<file path="config.mk">
export PLATFORM = sky130hd
export DESIGN_NAME = mmc_top
export DESIGN_NICKNAME = d
export VERILOG_FILES = /design/src/mmc_pkg.sv /design/src/mmc_top.sv /design/src/mmc_sync.sv
export SDC_FILE = /design/constraint.sdc
export NUM_CORES = 1
export LEC_CHECK = 0
export ABC_CLOCK_PERIOD_IN_PS = 3400
export BUFFER_PORTS_ARGS = -buffer_cell sky130_fd_sc_hd__buf_2
export CAP_MARGIN = 0
export CORE_MARGIN = 8
export CORE_UTILIZATION = 35
export CTS_CLUSTER_DIAMETER = 80
export DETAILED_ROUTE_END_ITERATION = 10
export GPL_TIMING_DRIVEN = 0
export PLACE_DENSITY = 0.48
export SYNTH_ARGS = -nofsm -noshare
export SYNTH_HDL_FRONTEND = slang
export SYNTH_SLANG_ARGS = --single-unit
export TNS_END_PERCENT = 100
</file>
<file path="constraint.sdc">
create_clock -name clock -period 3.4 [get_ports clock]
set_input_delay 0.17 -clock clock [delete_from_list [all_inputs] [get_ports clock]]
set_output_delay 0.17 -clock clock [all_outputs]
set_load 0.01 [all_outputs]
</file>
<file path="src/mmc_pkg.sv">
// Purpose: shared constants for the modulator mode control block
// Assumes: 250 MHz system clock
// Notes:   times are kept in their own unit, cycle counts derived here
package mmc_pkg;
	localparam int unsigned CLK_MHZ        = 250;
	localparam int unsigned GAP_MS         = 25;   // longest gap between takeover pulses
	localparam int unsigned WINDOW_MS      = 250;  // stall observation window
	localparam int unsigned PULSE_COUNT    = 8;    // pulses needed for takeover / to stay
	localparam int unsigned RCFG_DIVISOR   = 5000; // supply target = resistor / divisor
	localparam int unsigned CFG_THRESH_MV  = 250;  // configuration pin threshold
	localparam int unsigned REF_DIVIDE     = 8;    // coil reference division ratio
	localparam int unsigned MS_CYCLES      = CLK_MHZ * 1000;
	localparam int unsigned GAP_CYCLES     = GAP_MS * MS_CYCLES;
	localparam int unsigned WINDOW_CYCLES  = WINDOW_MS * MS_CYCLES;
	localparam logic [3:0]  PULSE_CNT_ZERO = 4'h0;

	typedef enum logic [1:0] {
		MMC_BYPASS_FIXED = 2'b00,
		MMC_STANDALONE   = 2'b01,
		MMC_BYPASS_TAKEN = 2'b10
	} mmc_mode_e;
endpackage

</file>
<file path="src/mmc_top.sv">
// Purpose: chooses who drives the modulation switches, divides the coil
//          rate reference and drives the alert output
// Assumes: pins arrive asynchronous; analog compare of the config pin and
//          the coil zero-cross are done outside and given as logic levels
// Notes:   open-drain outputs are two-signal (o and oe); enable low means driving
`timescale 1ns/100ps
`default_nettype none
module mmc_top
	import mmc_pkg::*;
#(
	parameter int unsigned GAP_LIMIT    = GAP_CYCLES,
	parameter int unsigned WINDOW_LIMIT = WINDOW_CYCLES,
	parameter int unsigned RCFG_W       = 20,
	parameter int unsigned TARGET_W     = 16
) (
	input  wire logic                clock,
	input  wire logic                resetn,
	input  wire logic                cfg_above_thresh,
	input  wire logic [RCFG_W-1:0]   cfg_resistor_ohm,
	input  wire logic                mcu_modulate,
	input  wire logic                internal_modulate,
	input  wire logic                coil_edge_in,
	input  wire logic                tx_alert_cmd,
	output logic [TARGET_W-1:0]      rectified_supply_target,
	output logic                     modulator_bypassed,
	output logic                     modulation_switch_one,
	output logic                     modulation_switch_two,
	output logic                     coil_rate_reference_o,
	output logic                     coil_rate_reference_oe,
	output logic                     mcu_interrupt_output_o,
	output logic                     mcu_interrupt_output_oe
);
	localparam int unsigned CNT_W = $clog2(WINDOW_LIMIT + 1);

	// mode register, declared early since the counters below read it
	mmc_mode_e mode_q;

	// ----------------------------------------------------------------
	// pin synchronisers
	// ----------------------------------------------------------------
	logic cfg_s, mod_s, coil_s, alert_s;

	mmc_sync u_cfg   (.clock(clock), .resetn(resetn), .async_in(cfg_above_thresh),  .sync_out(cfg_s));
	mmc_sync u_mod   (.clock(clock), .resetn(resetn), .async_in(mcu_modulate),      .sync_out(mod_s));
	mmc_sync u_coil  (.clock(clock), .resetn(resetn), .async_in(coil_edge_in),      .sync_out(coil_s));
	mmc_sync u_alert (.clock(clock), .resetn(resetn), .async_in(tx_alert_cmd),      .sync_out(alert_s));

	// ----------------------------------------------------------------
	// edge detection on synchronised levels
	// ----------------------------------------------------------------
	logic mod_prev_q, coil_prev_q;
	logic mod_rise, coil_rise;

	// previous values for edge detection
	always_ff @(posedge clock or negedge resetn) begin
		if (!resetn) begin
			mod_prev_q  <= 1'b0;
			coil_prev_q <= 1'b0;
		end else begin
			mod_prev_q  <= mod_s;
			coil_prev_q <= coil_s;
		end
	end

	assign mod_rise  = mod_s & ~mod_prev_q;
	assign coil_rise = coil_s & ~coil_prev_q;

	// ----------------------------------------------------------------
	// strap capture: config level taken once after reset release
	// ----------------------------------------------------------------
	logic strap_done_q, strap_cfg_q;

	// the strap settles through the sync, so wait for it to fill
	logic [1:0] strap_wait_q;
	always_ff @(posedge clock or negedge resetn) begin
		if (!resetn) begin
			strap_wait_q <= 2'h0;
			strap_done_q <= 1'b0;
			strap_cfg_q  <= 1'b0;
		end else if (!strap_done_q) begin
			strap_wait_q <= strap_wait_q + 2'h1;
			if (strap_wait_q == 2'h3) begin
				strap_done_q <= 1'b1;
				strap_cfg_q  <= cfg_s;
			end
		end
	end

	// ----------------------------------------------------------------
	// takeover detection: gap timer and pulse run counter
	// ----------------------------------------------------------------
	logic [CNT_W-1:0] gap_cnt_q;
	logic [3:0]       run_cnt_q;
	logic             run_full;

	// gap timer: cycles since the last rise, saturating at the limit
	always_ff @(posedge clock or negedge resetn) begin
		if (!resetn) begin
			gap_cnt_q <= '0;
		end else if (mod_rise) begin
			gap_cnt_q <= '0;
		end else if (gap_cnt_q < CNT_W'(GAP_LIMIT)) begin
			gap_cnt_q <= gap_cnt_q + CNT_W'(1);
		end
	end

	// run counter lives only in stand-alone; clearing it elsewhere keeps an old
	// run from re-taking the switches the cycle after a stall hands them back
	always_ff @(posedge clock or negedge resetn) begin
		if (!resetn) begin
			run_cnt_q <= PULSE_CNT_ZERO;
		end else if (mode_q != MMC_STANDALONE) begin
			run_cnt_q <= PULSE_CNT_ZERO;
		end else if (mod_rise) begin
			// a late pulse starts a new run of one
			if (run_cnt_q != PULSE_CNT_ZERO && gap_cnt_q >= CNT_W'(GAP_LIMIT))
				run_cnt_q <= 4'h1;
			else if (run_cnt_q < 4'(PULSE_COUNT))
				run_cnt_q <= run_cnt_q + 4'h1;
		end
	end

	assign run_full = (run_cnt_q == 4'(PULSE_COUNT));

	// ----------------------------------------------------------------
	// stall window: pulses counted per fixed 250 ms window
	// ----------------------------------------------------------------
	logic [CNT_W-1:0] win_cnt_q;
	logic [3:0]       win_pulses_q;
	logic             win_end;

	assign win_end = (win_cnt_q == CNT_W'(WINDOW_LIMIT - 1));

	// window restarts on entry to bypass so the first look is full length
	always_ff @(posedge clock or negedge resetn) begin
		if (!resetn) begin
			win_cnt_q    <= '0;
			win_pulses_q <= PULSE_CNT_ZERO;
		end else if (mode_q != MMC_BYPASS_TAKEN || win_end) begin
			win_cnt_q    <= '0;
			win_pulses_q <= PULSE_CNT_ZERO;
		end else begin
			win_cnt_q <= win_cnt_q + CNT_W'(1);
			if (mod_rise && win_pulses_q < 4'(PULSE_COUNT))
				win_pulses_q <= win_pulses_q + 4'h1;
		end
	end

	// ----------------------------------------------------------------
	// mode state machine
	// ----------------------------------------------------------------
	always_ff @(posedge clock or negedge resetn) begin
		if (!resetn) begin
			mode_q <= MMC_BYPASS_FIXED;
		end else begin
			case (mode_q)
				MMC_BYPASS_FIXED: begin
					// only a captured resistor strap leaves fixed bypass
					if (strap_done_q && strap_cfg_q)
						mode_q <= MMC_STANDALONE;
				end
				MMC_STANDALONE: begin
					if (run_full)
						mode_q <= MMC_BYPASS_TAKEN;
				end
				MMC_BYPASS_TAKEN: begin
					// a pulse landing on the window's last cycle still counts
					if (win_end && (win_pulses_q + {3'h0, mod_rise}) < 4'(PULSE_COUNT))
						mode_q <= MMC_STANDALONE;
				end
				default: mode_q <= MMC_BYPASS_FIXED;
			endcase
		end
	end

	// ----------------------------------------------------------------
	// switch drive and supply target
	// ----------------------------------------------------------------
	logic sw_q;

	// switches close only while the selected source is signalling
	always_ff @(posedge clock or negedge resetn) begin
		if (!resetn) begin
			sw_q                    <= 1'b0;
			rectified_supply_target <= '0;
		end else begin
			if (mode_q == MMC_STANDALONE)
				sw_q <= internal_modulate;
			else
				sw_q <= mod_s;
			rectified_supply_target <= TARGET_W'(cfg_resistor_ohm / RCFG_W'(RCFG_DIVISOR));
		end
	end

	assign modulation_switch_one = sw_q;
	assign modulation_switch_two = sw_q;
	assign modulator_bypassed    = (mode_q != MMC_STANDALONE);

	// ----------------------------------------------------------------
	// coil rate reference: toggle every four rising edges
	// ----------------------------------------------------------------
	logic [1:0] div_cnt_q;
	logic       ref_q;

	always_ff @(posedge clock or negedge resetn) begin
		if (!resetn) begin
			div_cnt_q <= 2'h0;
			ref_q     <= 1'b0;
		end else if (coil_rise) begin
			div_cnt_q <= div_cnt_q + 2'h1;
			if (div_cnt_q == 2'(REF_DIVIDE / 2 - 1))
				ref_q <= ~ref_q;
		end
	end

	// open drain: pull low while reference is low
	assign coil_rate_reference_o  = 1'b0;
	assign coil_rate_reference_oe = ref_q;

	// ----------------------------------------------------------------
	// alert output: released from reset, low only on alert command
	// ----------------------------------------------------------------
	logic alert_q;

	always_ff @(posedge clock or negedge resetn) begin
		if (!resetn)
			alert_q <= 1'b0;
		else
			alert_q <= alert_s;
	end

	assign mcu_interrupt_output_o  = 1'b0;
	assign mcu_interrupt_output_oe = ~alert_q;
endmodule
`default_nettype wire

</file>
<file path="src/mmc_sync.sv">
// Purpose: two-stage synchroniser for one level
// Assumes: single destination clock
// Notes:   first stage is read only by the second
`timescale 1ns/100ps
`default_nettype none
module mmc_sync (
	input  wire logic clock,
	input  wire logic resetn,
	input  wire logic async_in,
	output var  logic sync_out
);
	logic meta_q;

	// two flops, constant under reset
	always_ff @(posedge clock or negedge resetn) begin
		if (!resetn) begin
			meta_q   <= 1'b0;
			sync_out <= 1'b0;
		end else begin
			meta_q   <= async_in;
			sync_out <= meta_q;
		end
	end
endmodule
`default_nettype wire

</file>
* Yosys cells after proc, flatten, opt, wreduce, memory -nomap -nowiden
Cells that the tools add are included.
** Storage, ports and cells
- Logic and storage cells :: 85
- Register bits :: 97
- Input bits :: 27
- Output and inout bits :: 23
** Operators by class
- Bitwise logic cells :: 7
- Equality and inequality tests :: 11
- Add/subtract/negate cells :: 7
- $lt $le $gt $ge :: 5
- Divide/modulo/power cells :: 1
- Muxes and demuxes :: 16
- Reductions and logical operators :: 15
** Operators with widths (count)
- two-way mux 26 bit :: 3
- adder 26 x 1 -> 26 bit, second input constant :: 2
- equality test 26 bit, second input constant :: 1
- >= comparator 26 x 23 -> 1 bit, second input constant :: 1
- < comparator 26 x 23 -> 1 bit, second input constant :: 1
- two-way mux 4 bit :: 6
- divider 20 x 13 -> 20 bit, second input constant :: 1
- < comparator 4 bit, second input constant :: 3
- adder 4 x 1 -> 4 bit, second input constant :: 2
- inequality test 2 bit, second input constant :: 4
- equality test 2 bit, second input constant :: 3
- two-way mux 2 bit :: 3
- one-hot mux 2 bit (3 select lines) :: 1
- AND reduction 2 bit :: 3
- nonzero test 2 bit :: 3
- NOT 1 bit :: 5
- adder 2 x 1 -> 2 bit, second input constant :: 2
- adder 4 x 1 -> 4 bit :: 1
- equality test 4 bit, second input constant :: 1
- logical AND 1 bit :: 4
- nonzero test 4 bit :: 1
- two-way mux 1 bit :: 3
- AND reduction 3 bit :: 1
- nonzero test 3 bit :: 1
- other kinds (5) :: 6

* Longest topological paths before layout
- Depth after elaboration :: 7
- Mapped depth :: 27
- Mapped depth without buffers :: 23

* Modules after synthesis
A second synthesis with hierarchy kept.
** Second synthesis, totals
- Cells, all modules :: 850
- Area total of the unflattened synthesis :: 7148.1 µm²
** Modules (own cells, without submodules)
- mmc_top :: cells an instance 842, instances 1, sequential area each 2026.9 µm², area each 6947.9 µm²
- mmc_sync :: cells an instance 2, instances 4, sequential area each 50.0 µm², area each 50.0 µm²

* Least setup slack after synthesis
OpenSTA, ideal clock, no wires.
- Path kind :: input-to-reg
- Start point :: input cfg_resistor_ohm[11]
- End point :: register rectified_supply_target[0]
- Arrival time :: 5.429 ns
- Library setup time :: 0.076 ns
- Required time :: 3.324 ns
- Path slack :: -2.105 ns
- Stages on the path :: 25
- Path buffers :: 4
- Path through :: buf_6 > nor4_2 > buf_6 > o31a_4 > mux2_1 > and4_4 > a211oi_2 > o21ai_2 > a31o_1 > buf_6 > or4_1 > a21o_1 > and3_4 > a211oi_4 > nor3_2 > or3_1 > a21o_1 > buf_6 > o21ai_4 > and2_1 > mux2_2 > a211oi_4 > a41oi_1 > and2_1 > o21ai_1
** Between the ends
- Cells in the longest elaborated chain, start to end :: 1
** Ends and longest elaborated chain
- start, declared :: line mmc_top.sv:19 : input wire logic [RCFG_W-1:0] cfg_resistor_ohm,
- divider 20 x 13 -> 20 bit :: line mmc_top.sv:191 : rectified_supply_target <= TARGET_W'(cfg_resistor_ohm / RCFG_W'(RCFG_DIVISOR));
- end signal, assigned :: line mmc_top.sv:191
- end, declared :: line mmc_top.sv:24 : output logic [TARGET_W-1:0] rectified_supply_target,
Every way passes these cells.
A chain may end at the register's enable or synchronous reset.

* Worst setup path in the final report
- Start point :: input cfg_resistor_ohm[13]
- End point :: register rectified_supply_target[0]
Same word-level chain as after synthesis.

==> reports/metrics.yaml <==
run_status:
  status: "finished, violations left"
  violations: "negative setup slack"
synth:
  ys.flop_type: "dfrtp_1"
  synth-seq-area-share: 0.326
  syn_area_sq_um: 6840
  avgSynthCellArea_sq_um: 8.75
  yosysWarnings: 0
  synth_xor_area_frac: 0.0979
  synth_top_family_by_area: "simple AND/OR/NAND/NOR gates"
  yosysUniqueCellTypes: 106
  syn_inst: 782
  async_flop_share: 1.00
  synthMuxAreaShare: 0.0194
  synth_compound_area_frac: 0.226
  synth_edf_count: 0
  synthSimpleGateAreaFrac: 0.259
  synth-adder-area-share: 0.0209
  ys_seq_elements: 89
routing:
  dr.pass1.iters: 5
  avgRoutedWirePerCell_microns: 16.0
  vias: 6404
  drc_errors: 0
  routed_via_density: 5.48
  ant_nets: 0
  drtIter0Drc: 330
  routed_wl_microns: 18700
sta:
  rsz0062_at_grt: "true"
  finalHoldViolCount: 0
  fin_tns_setup_ns: -6.45
  slew_headroom: 0.491
  fmax_mhz: 181
  min_period_ns: 5.52
  clock-skew-final_ns: 0.00559
  final_min_period_over_clock_period: 1.62
  finalSetupViolCount: 4
  finalWorstSetupSlack_ns: -2.12
  tightestPinTransition_ns: 0.763
  maxSlewViolCount: 0
global_routing:
  grt_pass1_vias: 6403
  grt_util_all_layers: 0.152
  gr-total-overflow: 0
  antenna_found_initial: 0
  grt_pass1_wl_microns: 31100
  grt_max_degree: 60
worst_setup_path:
  cp_cell_sequence: "buf_8 > buf_6 > or4_4 > a211oi_4 > a2bb2o_4 > nor2_4 > maj3_2 > o21a_4 > o31a_1 > or4_1 > a21o_1 > and3_4 > a211oi_4 > nor3_4 > or3_1 > a21o_1 > buf_6 > o21ai_4 > and2_4 > mux2_4 > a211oi_4 > a41oi_1 > and2_1 > o21ai_2"
  endpoint_kind: "register"
  crit_arrival_ns: 5.78
  worstSetupStartpointType: "input pin"
  cp_common_cell: "a211oi_4"
  criticalPathCategory: "input pin to register"
  cp_max_fo: 5
  crit_slowest_cell: "or4_4"
  cp_slowest_stage_delay_ns: 0.54
  crit_required_ns: 3.66
floorplan:
  die_w_microns: 156
  die_h_microns: 156
  dieArea_sq_um: 24300
  start_util: 0.354
  pin_count: 50
  rows: 51
  core_sq_um: 19300
final_layout:
  fin_util: 0.452
  regArea_sq_um: 2230
  drive_gt1_frac: 0.292
  syn_to_final_growth_pct: 27.9
  num_antenna_cells: 0
  final_area_sq_um: 8750
  multi_input_area_sq_um: 4780
  fill_cells: 1905
  nets: 934
placed_design:
  gp_congestion: 0.879
  portBuffers: 35
  hpwl_microns: 13500
  dpl_cell_area_sq_um: 7490
  dp_slack_ns: -3.18
clock_network:
  clockBufferDepth: 2
  numClockSinks: 89
  htreeDepth: 3
  cts.clk_slew.worst_paths_ns: 0.07
  clock-root-buffer: "clkbuf_16"
  numCtsBuffers: 9
  cts_tree: "done"
  clk_latency_ns: 0.34
pwr:
  worst_ir_drop_vdd_mv: 0.307
  power.leakage_nw: 3.56
  power_density_nw_per_um2: 622
flow_run:
  maxCapViolCount: 0
worst_hold_path:
  hp-class: "input pin to register"
[critical path, delay by kind of cell]
family | cells | cell delay [ns]
AND/OR/NAND/NOR | 8 | 1.96
adder cells (fa/ha/maj) | 1 | 0.35
multiplexers | 1 | 0.31
AO/OA/AOI/OAI | 11 | 2.66
buffers and inverters | 3 | 0.33
[metal layers]
layer	share of wire	GRT usage	routed length (microns)
met5	0	0	0
met4	0.020	0.0541	373
met3	0.029	0.0194	541
met2	0.51	0.264	9470
met1	0.44	0.191	8310
[metrics by stage]
step | hold WS (ns) | std cells | total power, mW
6_report | 0.0694 | 1169 | 5.44
5_1_grt | 0.0668 | 1169 | 5.79
4_1_cts | 0.0608 | 1158 | 5.24
3_5_place_dp | 0.143 | 1092 | 3.55
3_3_place_gp | 0.279 | 1091 | 3.50
2_1_floorplan | -0.126 | 791 | 3.03
[timing repair]
item                       CTS  global route
resized for setup           70            35
hold endpoints to repair    34             0
setup endpoints to repair   13            10
pin swaps                   46            16
buffers inserted            47            12
hold buffers                 5             0
[cell type report]
cell class                 count  share of cell area
clock buffer                   9              0.0257
clock inverter                 7             0.00873
multi-input combinational    637               0.547
buffer                        38              0.0312
sequential                    89               0.255
inverter                      25              0.0107
timing repair buffer          99              0.0843
tap                          265              0.0379
[state kept, by name, indices dropped and copies added, names as in the netlist, 2 cells and up]
name,flops
win_pulses_q,4
rectified_supply_target,8
run_cnt_q,4
div_cnt_q,2
strap_wait_q,2
win_cnt_q,26
mode_q,2
gap_cnt_q,26
[report_power, final]
part	internal [mW]	total, mW	switching, mW
Clock	0.576	0.998	0.422
Sequential	1.16	1.23	0.0665
Combinational	1.53	3.21	1.68
Total	3.27	5.44	2.17
[cells by family after synthesis]
family | count (synthesis)
fa+ha+maj | 12
flops | 89
mux | 12
buf+inv | 65
compound gates | 194
other cells | 1
simple gates | 339
xor+xnor | 70
[worst paths after layout]
check	startpoint	slack, ns	to	cells after the start
setup / recovery	cfg_resistor_ohm[13]	-2.12	rectified_supply_target[0]	24
hold / removal	internal_modulate	0.07	modulation_switch_one	2
setup reg to reg	gap_cnt_q[6]	0.45	gap_cnt_q[19]	13
hold reg to reg	u_mod.meta_q	0.35	u_mod.sync_out	0
max in group asynchronous	resetn	2.46	gap_cnt_q[15]	3
min in group asynchronous	resetn	0.32	win_cnt_q[17]	2
[Yosys cell counts, types with 17 or more instances]
cell	count	area (sq um)
nor3_1	24	120
o21ai_0	32	160
inv_1	24	90.1
nor2_1	88	330
nand3_1	33	165
xor2_1	34	298
dfrtp_1	89	2230
a21oi_1	33	165
and3_1	17	106
xnor2_1	30	263
nand4_1	19	119
nand2_1	65	244
[cell usage in the layout, fill, tap and decap left out, types with 6 or more instances in the layout]
| cell type | count |
|---|---|
| a21oi_1 | 29 |
| conb_1 | 10 |
| or2_2 | 10 |
| or4_1 | 6 |
| xor2_1 | 32 |
| dfrtp_1 | 89 |
| clkbuf_16 | 9 |
| a21o_1 | 7 |
| nand2b_1 | 6 |
| nor3_1 | 21 |
| a211oi_1 | 8 |
| clkbuf_1 | 11 |
| o211ai_1 | 11 |
| nand3_1 | 32 |
| ha_1 | 8 |
| or3_1 | 12 |
| nand4_1 | 19 |
| nor2b_1 | 9 |
| nor2_1 | 85 |
| buf_4 | 63 |
| xnor2_1 | 27 |
| buf_2 | 36 |
| buf_6 | 15 |
| nand2_1 | 61 |
| o21ai_0 | 27 |
| and2_1 | 13 |
| inv_1 | 22 |
| and3_1 | 15 |
Note: power is estimated with default switching activity, not from simulation.
